[config.mk]
export PLATFORM = sky130hd
export DESIGN_NAME = mci_core
export DESIGN_NICKNAME = d
export VERILOG_FILES = /design/src/mci_core_placeholder_none.v /design/src/mci_core.v
export VERILOG_INCLUDE_DIRS = /design/src
export SDC_FILE = /design/constraint.sdc
export NUM_CORES = 1
export LEC_CHECK = 0
export ABC_AREA = 1
export BUFFER_PORTS_ARGS = -buffer_cell sky130_fd_sc_hd__buf_4
export CAP_MARGIN = 20
export CORE_AREA = 8 8 131 157
export CTS_CLUSTER_SIZE = 30
export DETAILED_ROUTE_END_ITERATION = 12
export DIE_AREA = 0 0 139 165
export SYNTH_ARGS = -nofsm -noshare
export SYNTH_HDL_FRONTEND = slang
export SYNTH_SLANG_ARGS = --single-unit
[constraint.sdc]
create_clock -name mclk -period 6.8 [get_ports mclk]
set_input_delay 1.36 -clock mclk [delete_from_list [all_inputs] [get_ports mclk]]
set_output_delay 1.36 -clock mclk [all_outputs]
set_load 0.03 [all_outputs]
[src/mci_defines.vh]
`ifndef MCI_DEFINES_VH
`define MCI_DEFINES_VH

// widths
`define MCI_PC_W        13
`define MCI_IW          16
`define MCI_DW          8
`define MCI_SP_W        3
`define MCI_STACK_DEPTH 8

// reset values and small constants
`define MCI_RESET_PC    13'h0000
`define MCI_PC_ONE      13'h0001
`define MCI_SP_ZERO     3'h0
`define MCI_SP_ONE      3'h1
`define MCI_ZERO8       8'h00
`define MCI_ONE8        8'h01
`define MCI_IDLE_WORD   16'h0000

// instruction fields
`define MCI_CLS_F       15:13
`define MCI_OP_F        12:9
`define MCI_DST_B       8
`define MCI_ADR_F       7:0
`define MCI_K13_F       12:0
`define MCI_LOP_F       12:8
`define MCI_K8_F        7:0

// instruction classes
`define MCI_CLS_SYS     3'h0
`define MCI_CLS_FILE    3'h1
`define MCI_CLS_LIT     3'h2
`define MCI_CLS_CALL    3'h4
`define MCI_CLS_JMP     3'h5

// system codes in the low 13 bits
`define MCI_SYS_IDLE    13'h0000
`define MCI_SYS_KICK    13'h0001
`define MCI_SYS_HALT    13'h0002
`define MCI_SYS_RET     13'h0003

// location operations
`define MCI_FOP_CLR     4'h0
`define MCI_FOP_INV     4'h1
`define MCI_FOP_DEC     4'h2
`define MCI_FOP_DECS    4'h3
`define MCI_FOP_INC     4'h4
`define MCI_FOP_INCS    4'h5
`define MCI_FOP_OR      4'h6
`define MCI_FOP_LOAD    4'h7
`define MCI_FOP_STORE   4'h8

// immediate operations
`define MCI_LOP_OR      5'h00
`define MCI_LOP_LOAD    5'h01

// result target
`define MCI_DST_ACC     1'b0

`endif

[src/mci_core_placeholder_none.v]
`timescale 1ns/100ps
`default_nettype none
`default_nettype wire

[src/mci_core.v]
// Summary of operation
// - call pushes next address, loads immediate into program counter, two cycles.
// - branch loads 13-bit immediate into program counter, stack untouched, two cycles.
// - result target 0 writes accumulator, 1 writes addressed location back.
// - clear writes zero to the addressed location, flags unchanged.
// - watchdog kick resets the watchdog counter in one cycle, flags unchanged.
// - invert complements location, routes result, updates only zero flag.
// - decrement subtracts one, routes result, updates zero flag, one cycle.
// - increment adds one, routes result, updates zero flag, one cycle.
// - decrement-skip subtracts one, routes result, skips next on zero, no flags.
// - increment-skip adds one, routes result, skips next on zero, no flags.
// - a taken skip discards the fetched instruction, running an idle instead.
// - halt freezes the core until an interrupt source asks for wake.
// - or-immediate ORs accumulator with immediate, updates zero flag, one cycle.
// - or-location ORs accumulator with location, routes result, one cycle.
// - load-location copies location into accumulator, flags unchanged.
// - store copies accumulator into the addressed location, flags unchanged.
// - return loads program counter from stack top then pops, two cycles.
`timescale 1ns/100ps
`default_nettype none
`include "mci_defines.vh"

module mci_core (
   // clock and reset
   input  wire                  mclk,
   input  wire                  sys_rst,
   // program memory, synchronous read
   output reg  [`MCI_PC_W-1:0]  prog_addr_ff,
   input  wire [`MCI_IW-1:0]    prog_data,
   // data register file, asynchronous read
   output reg  [`MCI_DW-1:0]    data_rd_addr_ff,
   input  wire [`MCI_DW-1:0]    data_rdata,
   output reg                   data_wr_en_ff,
   output reg  [`MCI_DW-1:0]    data_wr_addr_ff,
   output reg  [`MCI_DW-1:0]    data_wr_data_ff,
   // interrupt wake and watchdog
   input  wire                  wake_req,
   output reg                   wdt_clear_ff,
   output reg                   core_halted_ff,
   // core state
   output reg  [`MCI_DW-1:0]    accum_ff,
   output reg                   zero_flag_ff
);

   // core run state
   localparam ST_RUN  = 1'b0;
   localparam ST_HALT = 1'b1;

   // result of a location operation; immediate operations form their result in the execute case
   // clear, load and store share this path so routing stays in one place
   function [`MCI_DW-1:0] alu_res;
      input [3:0]         op;
      input [`MCI_DW-1:0] opnd;
      input [`MCI_DW-1:0] acc;
      begin
         case (op)
            `MCI_FOP_CLR:   alu_res = `MCI_ZERO8;
            `MCI_FOP_INV:   alu_res = ~opnd;
            `MCI_FOP_DEC,
            `MCI_FOP_DECS:  alu_res = opnd - `MCI_ONE8;
            `MCI_FOP_INC,
            `MCI_FOP_INCS:  alu_res = opnd + `MCI_ONE8;
            `MCI_FOP_OR:    alu_res = acc | opnd;
            `MCI_FOP_LOAD:  alu_res = opnd;
            `MCI_FOP_STORE: alu_res = acc;
            default:        alu_res = `MCI_ZERO8;
         endcase
      end
   endfunction

   // true when a result is all zeros; shared by the skip test and the flag
   function is_zero;
      input [`MCI_DW-1:0] val;
      begin
         is_zero = (val == `MCI_ZERO8);
      end
   endfunction

   // true when a word carries the given system code in its low field
   function sys_is;
      input [`MCI_IW-1:0]   word;
      input [`MCI_PC_W-1:0] code;
      begin
         sys_is = (word[`MCI_K13_F] == code);
      end
   endfunction

   // pipeline state
   reg                  st_ff;
   reg                  squash_ff;
   reg  [`MCI_IW-1:0]   instr_ff;
   reg  [`MCI_SP_W-1:0] sp_ff;
   reg  [`MCI_PC_W-1:0] stack_mem [0:`MCI_STACK_DEPTH-1];

   // combinational controls
   reg  [`MCI_PC_W-1:0] nxt_pc;
   reg                  nxt_st;
   reg                  nxt_squash;
   reg                  push;
   reg                  pop;
   reg  [`MCI_DW-1:0]   res;
   reg                  wr_acc;
   reg                  wr_mem;
   reg                  upd_z;
   reg                  skip_now;
   reg                  kick;

   // return stack top; the pointer wraps silently at the stack depth
   wire [`MCI_SP_W-1:0] sp_top = sp_ff - `MCI_SP_ONE;
   wire [`MCI_PC_W-1:0] stack_top = stack_mem[sp_top];

   // execute stage fields
   wire [2:0]           e_cls = instr_ff[`MCI_CLS_F];
   wire [3:0]           e_op  = instr_ff[`MCI_OP_F];
   wire                 e_dst = instr_ff[`MCI_DST_B];
   wire [`MCI_DW-1:0]   e_adr = instr_ff[`MCI_ADR_F];
   wire [4:0]           e_lop = instr_ff[`MCI_LOP_F];
   wire [`MCI_DW-1:0]   e_k8  = instr_ff[`MCI_K8_F];

   // forward a write still in flight to the location being read
   // the register file only takes a write one edge after the strobe
   wire fwd = data_wr_en_ff && (data_wr_addr_ff == data_rd_addr_ff);
   wire [`MCI_DW-1:0]   opnd = fwd ? data_wr_data_ff : data_rdata;

   // decode stage: a discarded or frozen word becomes an idle
   // a taken skip kills the word decoded in the same cycle; the word
   // behind a jump, a return or reset is stale and squashed as well
   wire d_ok = (st_ff == ST_RUN) && !squash_ff && !skip_now;
   wire [`MCI_IW-1:0]   d_instr = d_ok ? prog_data : `MCI_IDLE_WORD;
   wire [2:0]           d_cls = d_instr[`MCI_CLS_F];
   wire [`MCI_PC_W-1:0] d_k13 = d_instr[`MCI_K13_F];

   // execute stage: data operations, routing and flags
   always @* begin
      res      = `MCI_ZERO8;
      wr_acc   = 1'b0;
      wr_mem   = 1'b0;
      upd_z    = 1'b0;
      skip_now = 1'b0;
      kick     = 1'b0;
      // each class says what it writes, whether it skips and what it kicks
      case (e_cls)
         `MCI_CLS_FILE: begin
            res = alu_res(e_op, opnd, accum_ff);
            case (e_op)
               `MCI_FOP_CLR: begin
                  wr_mem = 1'b1;
               end
               `MCI_FOP_INV, `MCI_FOP_DEC, `MCI_FOP_INC, `MCI_FOP_OR: begin
                  wr_acc = (e_dst == `MCI_DST_ACC);
                  wr_mem = (e_dst != `MCI_DST_ACC);
                  upd_z  = 1'b1;
               end
               `MCI_FOP_DECS, `MCI_FOP_INCS: begin
                  wr_acc   = (e_dst == `MCI_DST_ACC);
                  wr_mem   = (e_dst != `MCI_DST_ACC);
                  skip_now = is_zero(res);
               end
               `MCI_FOP_LOAD: begin
                  wr_acc = 1'b1;
               end
               `MCI_FOP_STORE: begin
                  wr_mem = 1'b1;
               end
               default: begin
                  wr_acc = 1'b0;
               end
            endcase
         end
         `MCI_CLS_LIT: begin
            case (e_lop)
               `MCI_LOP_OR: begin
                  res    = accum_ff | e_k8;
                  wr_acc = 1'b1;
                  upd_z  = 1'b1;
               end
               `MCI_LOP_LOAD: begin
                  res    = e_k8;
                  wr_acc = 1'b1;
               end
               default: begin
                  res = `MCI_ZERO8;
               end
            endcase
         end
         `MCI_CLS_SYS: begin
            kick = sys_is(instr_ff, `MCI_SYS_KICK);
         end
         default: begin
            kick = 1'b0;
         end
      endcase
   end

   // decode stage: program counter, stack and halt control
   always @* begin
      nxt_pc     = prog_addr_ff + `MCI_PC_ONE;
      nxt_st     = st_ff;
      nxt_squash = 1'b0;
      push       = 1'b0;
      pop        = 1'b0;
      // halted: the word after halt stays on the bus at the held address
      if (st_ff == ST_HALT) begin
         // on wake that word is already in flight, so fetch moves past it;
         // holding one more cycle would run the word after halt twice
         if (wake_req) begin
            nxt_st = ST_RUN;
         end else begin
            nxt_pc = prog_addr_ff;
         end
      end else begin
         // flow changes squash the word already fetched behind them
         case (d_cls)
            `MCI_CLS_CALL: begin
               push       = 1'b1;
               nxt_pc     = d_k13;
               nxt_squash = 1'b1;
            end
            `MCI_CLS_JMP: begin
               nxt_pc     = d_k13;
               nxt_squash = 1'b1;
            end
            `MCI_CLS_SYS: begin
               if (sys_is(d_instr, `MCI_SYS_RET)) begin
                  pop        = 1'b1;
                  nxt_pc     = stack_top;
                  nxt_squash = 1'b1;
               end else if (sys_is(d_instr, `MCI_SYS_HALT)) begin
                  nxt_pc = prog_addr_ff;
                  nxt_st = ST_HALT;
               end
            end
            default: begin
               nxt_squash = 1'b0;
            end
         endcase
      end
   end

   // fetch and decode registers
   always @(posedge mclk or posedge sys_rst) begin
      if (sys_rst) begin
         prog_addr_ff    <= `MCI_RESET_PC;
         st_ff           <= ST_RUN;
         core_halted_ff  <= 1'b0;
         squash_ff       <= 1'b1; // first word after reset is stale
         instr_ff        <= `MCI_IDLE_WORD;
         data_rd_addr_ff <= `MCI_ZERO8;
         sp_ff           <= `MCI_SP_ZERO;
      end else begin
         prog_addr_ff    <= nxt_pc;
         st_ff           <= nxt_st;
         core_halted_ff  <= (nxt_st == ST_HALT);
         squash_ff       <= nxt_squash;
         instr_ff        <= d_instr;
         data_rd_addr_ff <= d_instr[`MCI_ADR_F];
         // stack pointer follows push and pop
         if (push) begin
            sp_ff <= sp_ff + `MCI_SP_ONE;
         end else if (pop) begin
            sp_ff <= sp_top;
         end
      end
   end

   // return stack storage; the in-flight fetch address is the return address
   // cells need no reset: a pop before any push is a program fault
   always @(posedge mclk) begin
      if (push) begin
         stack_mem[sp_ff] <= prog_addr_ff;
      end
   end

   // execute results
   // accumulator and flag change only when the executing class asks
   always @(posedge mclk or posedge sys_rst) begin
      if (sys_rst) begin
         accum_ff        <= `MCI_ZERO8;
         zero_flag_ff    <= 1'b0;
         data_wr_en_ff   <= 1'b0;
         data_wr_addr_ff <= `MCI_ZERO8;
         data_wr_data_ff <= `MCI_ZERO8;
         wdt_clear_ff    <= 1'b0;
      end else begin
         if (wr_acc) begin
            accum_ff <= res;
         end
         // skip forms, loads and stores leave the zero flag alone
         if (upd_z) begin
            zero_flag_ff <= is_zero(res);
         end
         // one-cycle write strobe with its address and data
         data_wr_en_ff   <= wr_mem;
         data_wr_addr_ff <= e_adr;
         data_wr_data_ff <= res;
         wdt_clear_ff    <= kick;
      end
   end

endmodule // mci_core
`default_nettype wire

==> results.sh, run 1 <==
export IMPL_drv_slew=0
export IMPL_async_reset_ff_frac=0.370
export IMPL_start_util=0.460
export IMPL_synth_edf_count=104
export IMPL_critPathSlowestCell="nor3_2"
export IMPL_ctsHoldBuffers=0
export IMPL_synth_seq_cells=165
export IMPL_ctsRootBufferMaster="clkbuf_16"
export IMPL_worst_slew_pin_slew_ns=1.05
export IMPL_drc=0
export IMPL_hpwl_um=15700
export IMPL_synthDistinctLibCells=45
export IMPL_status="complete, no violations"
export IMPL_synth_most_common_cell="nand2_1"
export IMPL_ctsResizeCount=0
export IMPL_critical_path_required_ns=6.84
export IMPL_synth_area_per_cell_um2=9.22
export IMPL_critPathMostFrequentCell="nand2_1"
export IMPL_worstSetupStartpointType="flip-flop"
export IMPL_hold_viol_final=0
export IMPL_crit_type="reg -> reg"
export IMPL_routed_wl_um=21900
export IMPL_crit_buf_inv=2
export IMPL_antenna_found_initial=0
export IMPL_drt_first_pass_iters=5
export IMPL_synth_top_cell_by_area="edfxtp_1"
export IMPL_critPathMaxFanout=13
export IMPL_fmax_ghz=0.200
export IMPL_vias=6408
export IMPL_critPathArrivalTime_ns=5.05
export IMPL_maxCapViolCount=0
export IMPL_hold_start="instr_ff[2]$_DFF_PP0_"
export IMPL_grt_use_total=0.195
export IMPL_diodes=0
export IMPL_reg2regPathDepth=21
export IMPL_clockBufferDepth=2
export IMPL_hp_class="reg -> reg"
export IMPL_first_global_vias=6485
export IMPL_postCtsSetupBuffers=0
export IMPL_regToRegEndpoint="stack_mem[0][2]$_DFFE_PP_"
export IMPL_finalSetupViolCount=0
export IMPL_synthTopCellsByArea="edfxtp_1, dfrtp_1, nand2_1"
export IMPL_netlist_area_um2=8270
export IMPL_r2r_slack_ns=1.79
export IMPL_grt_pass1_wl_um=34200
export IMPL_slowest_delay_ns=0.85
export IMPL_drive_gt1_frac=0.166
export IMPL_die_w_um=139
export IMPL_drt_iter0_markers=502
export IMPL_clk_pin_slew_ns=0.07
export IMPL_cts_buffers=17
export IMPL_htree_num_levels=4
export IMPL_pin_count=76
export IMPL_ant_nets=0
export IMPL_p_leak_nw=4.15
export IMPL_p_per_area_nw_per_um2=375
export IMPL_crit_family="simple AND/OR/NAND/NOR gates"
export IMPL_yosys_warnings=0
export IMPL_grt_max_degree=62
export IMPL_hold_path_depth=0
export IMPL_pre_cts_slack_ns=1.55
export IMPL_rr_startpoint="instr_ff[4]$_DFF_PP0_"
export IMPL_cp_end_kind="flip-flop"
export IMPL_die_h_um=165
export IMPL_whs_endpoint="data_wr_addr_ff[2]$_DFF_PP0_"
export IMPL_place_gp_congestion=0.902
export IMPL_portBuffers=75
export IMPL_die_area_um2=22900
export IMPL_post_drt_via_cell_ratio=5.33
export IMPL_synthesis_nets=935
export IMPL_crit_chain="xor2_2 -> nor2_4 -> nand3_2 -> o21ai_2 -> inv_2 -> ha_1 -> a21oi_1 -> or2_2 -> nand3_1 -> nand2_1 -> nand3_1 -> nand4_1 -> nor2_1 -> nand2_1 -> nor2_2 -> nand3_4 -> o211ai_1 -> nand2_1 -> inv_1 -> nand2_1 -> nor3_2"
export IMPL_period_minus_slack_ns=5.01
export IMPL_grt_setup_unrepaired="false"
export IMPL_ys_flop_type="edfxtp_1"
export IMPL_wl_per_cell_um=18.2
export IMPL_syn_inst=897
export IMPL_grt_ovfl_total=0
export IMPL_ys_top_cells_by_count="nand2_1, nor2_1, edfxtp_1"
export IMPL_fill_cells=1657
export IMPL_crit_path_start="instr_ff[4]$_DFF_PP0_"
export IMPL_clkSinkCount=165
export IMPL_tritoncts="built"
export IMPL_ys_seq_area_frac=0.563
export IMPL_core_um2=18000
export IMPL_nets=1003
export IMPL_worst_slew_margin_rel=0.297
export IMPL_rows=54
export IMPL_synth_top_area_share=0.378
export IMPL_areaGrowthSynthToFinish_pct=16.4
export IMPL_peakVddDrop_mv=0.246
export IMPL_fin_setup_tns_ns=0
export IMPL_fin_ws_ns=1.79
export IMPL_clock_latency_ns=0.43
export IMPL_skew_ns=0.00799
export IMPL_period_share=0.736
==> logic make-up after synthesis <==
kind of cell	synth area share
XOR/XNOR	0.0156
AO/OA/AOI/OAI	0.122
flip-flops	0.563
buffers and inverters	0.0696
multiplexers	0.00136
AND/OR/NAND/NOR	0.211
adder cells (fa/ha/maj)	0.0176
==> sequential cells by signal (all words and copies together) (netlist names) <==
| register | flops |
|---|---|
| data_wr_data_ff | 8 |
| stack_mem | 104 |
| sp_ff | 3 |
| instr_ff | 16 |
| prog_addr_ff | 13 |
| wdt_clear_ff | 1 |
| accum_ff | 8 |
| st_ff | 1 |
| zero_flag_ff | 1 |
| data_wr_en_ff | 1 |
| data_wr_addr_ff | 8 |
| squash_ff | 1 |
==> per-stage QoR <==
stage | power (mW) | hold slack, ns | cell area, um^2 | cells | util
floorplan | 2.21 | 0.415 | 8270 | 897 | -
global placement | 2.65 | 0.505 | 8960 | 1163 | 0.499
detailed placement | 2.65 | 0.505 | 8990 | 1165 | 0.500
CTS | 3.62 | 0.520 | 9580 | 1197 | 0.533
global route | 3.82 | 0.533 | 9630 | 1202 | 0.536
finish | 3.61 | 0.521 | 9630 | 1202 | 0.536
==> area by class of cell <==
cell class	count	area [um^2]	share of cell area
clock buffer	18	429	0.0446
clock inverter	14	161	0.0168
inverter	101	379	0.0394
multi-input combinational	595	3070	0.319
sequential	165	4650	0.483
tap	224	280	0.0291
timing repair buffer	85	657	0.0682
==> placed cells by master, fill, tap and decap left out, types with 6 or more instances in the layout <==
cell	count
ha_1	10
dfrtp_1	60
nor2_1	127
buf_4	80
a21oi_1	49
inv_2	6
nand4_1	6
clkbuf_16	17
nand2_1	154
nand3_1	60
inv_6	6
edfxtp_1	104
o221ai_1	14
inv_1	93
o22ai_1	18
o21ai_0	79
xor2_1	10
nor3_1	8
==> routing by layer <==
layer,part of all wire,wire (um),global-route usage,vias up
met5,0,0,0,-
met4,0.034,739,0.0910,0
met3,0.036,780,0.0402,52
met2,0.53,11500,0.360,162
met1,0.40,8840,0.212,3024
li1,-,-,-,3170
==> where the power goes <==
| part | total [mW] | internal (mW) | switching [mW] |
|---|---|---|---|
| Clock | 0.967 | 0.552 | 0.415 |
| Sequential | 1.41 | 1.24 | 0.174 |
| Combinational | 1.23 | 0.389 | 0.843 |
==> how the worst max path moves through the flow <==
stage / cells past startpoint / slack [ns] / end
2_1_floorplan: 20 / 2.07 / stack_mem[0][0]$_DFFE_PP_
3_3_place_gp: 21 / 1.63 / stack_mem[5][1]$_DFFE_PP_
3_5_place_dp: 21 / 1.55 / stack_mem[4][1]$_DFFE_PP_
4_1_cts: 21 / 1.65 / stack_mem[6][9]$_DFFE_PP_
5_1_grt: 23 / 1.21 / stack_mem[0][11]$_DFFE_PP_
6_report: 21 / 1.79 / stack_mem[0][2]$_DFFE_PP_
(Power assumes the default switching activity.)
==> run 2, diff against run 1 <==
PLACE_DENSITY = 0.67   (was unset)
clock period = 4.5 ns   (was 6.8 ns; I/O delays follow)
==> results.sh, run 2 (same netlist as run 1, synthesis figures left out) <==
export IMPL_postPlaceCellArea_um2=9200
export IMPL_largestRegisters="stack_mem x104, instr_ff x16, prog_addr_ff x13"
export IMPL_critical_path_required_ns=4.65
export IMPL_ctsHoldBuffers=0
export IMPL_pre_cts_slack_ns=0.0274
export IMPL_routed_wl_um=21600
export IMPL_clock_latency_ns=0.43
export IMPL_clk_pin_slew_ns=0.07
export IMPL_vias=6651
export IMPL_diodes=0
export IMPL_start_util=0.460
export IMPL_die_area_um2=22900
export IMPL_hpwl_um=15600
export IMPL_fmax_ghz=0.241
export IMPL_drt_first_pass_iters=6
export IMPL_grt_setup_unrepaired="true"
export IMPL_clkSinkCount=165
export IMPL_portBuffers=75
export IMPL_drv_slew=0
export IMPL_drt_iter0_markers=447
export IMPL_drive_gt1_frac=0.194
export IMPL_crit_chain="xor2_2 -> nor2_4 -> nand3_2 -> nand2_1 -> nand2_1 -> ha_1 -> nand2_1 -> or2_2 -> nand3_1 -> nand2_1 -> nand3_1 -> nand4_1 -> nor2_1 -> nand2_1 -> nor2_2 -> nand3_4 -> o211ai_1 -> nand2_1 -> inv_2 -> nand2_2 -> nor3_4 -> buf_6"
export IMPL_crit_type="reg -> reg"
export IMPL_period_minus_slack_ns=4.16
export IMPL_p_per_area_nw_per_um2=550
export IMPL_tritoncts="built"
export IMPL_final_common_cell="nand2_1"
export IMPL_layout_common_cells="nand2_1, nor2_1, edfxtp_1, buf_4, inv_1"
export IMPL_hold_viol_final=0
export IMPL_cts_buffers=17
export IMPL_post_drt_via_cell_ratio=5.44
export IMPL_maxCapViolCount=0
export IMPL_fin_area_um2=9900
export IMPL_fin_util=0.551
export IMPL_areaGrowthSynthToFinish_pct=19.8
export IMPL_critPathArrivalTime_ns=4.30
export IMPL_first_global_vias=6569
export IMPL_ant_nets=0
export IMPL_ctsRootBufferMaster="clkbuf_16"
export IMPL_grt_pass1_wl_um=33900
export IMPL_htree_num_levels=4
export IMPL_drc=0
export IMPL_status="complete, no violations"
export IMPL_slowest_delay_ns=0.49
export IMPL_worst_slew_pin_slew_ns=0.895
export IMPL_grt_ovfl_total=0
export IMPL_core_um2=18000
export IMPL_critPathMaxFanout=10
export IMPL_grt_max_degree=57
export IMPL_critPathSlowestCell="dfrtp_1"
export IMPL_clockBufferDepth=2
export IMPL_nets=1023
export IMPL_rows=54
export IMPL_place_gp_congestion=0.910
export IMPL_regMostFlops="stack_mem"
export IMPL_period_share=0.924
export IMPL_worst_slew_margin_rel=0.400
export IMPL_grt_use_total=0.189
export IMPL_fin_ws_ns=0.343
export IMPL_antenna_found_initial=0
export IMPL_wl_per_cell_um=17.6
export IMPL_largest_reg_flops=104
export IMPL_hp_class="reg -> reg"
export IMPL_fin_setup_tns_ns=0
export IMPL_critPathMostFrequentCell="nand2_1"
export IMPL_die_h_um=165
export IMPL_peakVddDrop_mv=0.460
export IMPL_skew_ns=0.0101
export IMPL_worstSetupStartpointType="flip-flop"
export IMPL_p_leak_nw=4.26
export IMPL_finalSetupViolCount=0
export IMPL_pin_count=76
export IMPL_die_w_um=139
export IMPL_cp_end_kind="flip-flop"
## run 2: changes by cell type in the layout (fill, tap and decap cells not counted), moves of 3 or more
| cell | change |
|---|---|
| nor2_2 | +3 |
| buf_12 | +6 |
| nor2_1 | -5 |
| buf_6 | -4 |
| buf_4 | +17 |
| inv_8 | +3 |
## run 2: per-layer routing
layer  share of wire  vias up  routed length (um)  GRT usage
met1            0.40     3159                8630      0.212
met2            0.51      219               11000      0.335
met5               0        -                   0          0
met4           0.042        0                 908      0.108
li1                -     3212                   -          -
met3           0.047       61                1020     0.0361
## run 2: cell type report
cell class                 count  area [um^2]
tap                          224          280
sequential                   165         4650
clock buffer                  18          429
inverter                     101          379
multi-input combinational    596         3150
clock inverter                14          150
timing repair buffer         104          860
fill                        1597         8070
## run 2: power breakdown
group | internal [mW] | total [mW] | switching, mW
registers | 1.87 | 2.12 | 0.257
logic | 0.622 | 1.88 | 1.25
clock network | 0.789 | 1.45 | 0.658
total | 3.28 | 5.45 | 2.17
## run 2: worst paths after layout
path	cells after the start	from	slack, ns	end
hold reg to reg	0	instr_ff[1]$_DFF_PP0_	0.46	data_wr_addr_ff[1]$_DFF_PP0_
setup reg to reg	22	instr_ff[4]$_DFF_PP0_	0.34	stack_mem[7][5]$_DFFE_PP_
min in group asynchronous	2	sys_rst	0.62	data_wr_addr_ff[7]$_DFF_PP0_
hold / removal	0	instr_ff[1]$_DFF_PP0_	0.46	data_wr_addr_ff[1]$_DFF_PP0_
setup / recovery	22	instr_ff[4]$_DFF_PP0_	0.34	stack_mem[7][5]$_DFFE_PP_
max in group asynchronous	3	sys_rst	2.98	squash_ff$_DFF_PP1_
## run 2: critical path: cells and delay by family (launching register included)
| kind | cells | cell delay, ns |
|---|---|---|
| and+or+nand+nor | 17 | 2.35 |
| DFF | 1 | 0.49 |
| adders and majority gates | 1 | 0.35 |
| buffers and inverters | 2 | 0.30 |
| xor gates and xnor gates | 1 | 0.20 |
| AOI/OAI and AO/OA | 1 | 0.17 |
## run 2: metrics by stage
stage / hold WS (ns) / instances / power, mW
6_report: 0.464 / 1222 / 5.45
5_1_grt: 0.472 / 1222 / 5.76
4_1_cts: 0.509 / 1217 / 5.44
3_5_place_dp: 0.492 / 1185 / 3.99
3_3_place_gp: 0.467 / 1185 / 3.97
2_1_floorplan: 0.415 / 897 / 3.33
## run 2: timing repair
item                       in CTS  in global routing
setup endpoints to repair       0                122
hold endpoints to repair        0                  0
setup buffers                   0                  4
gates resized for setup         0                 21
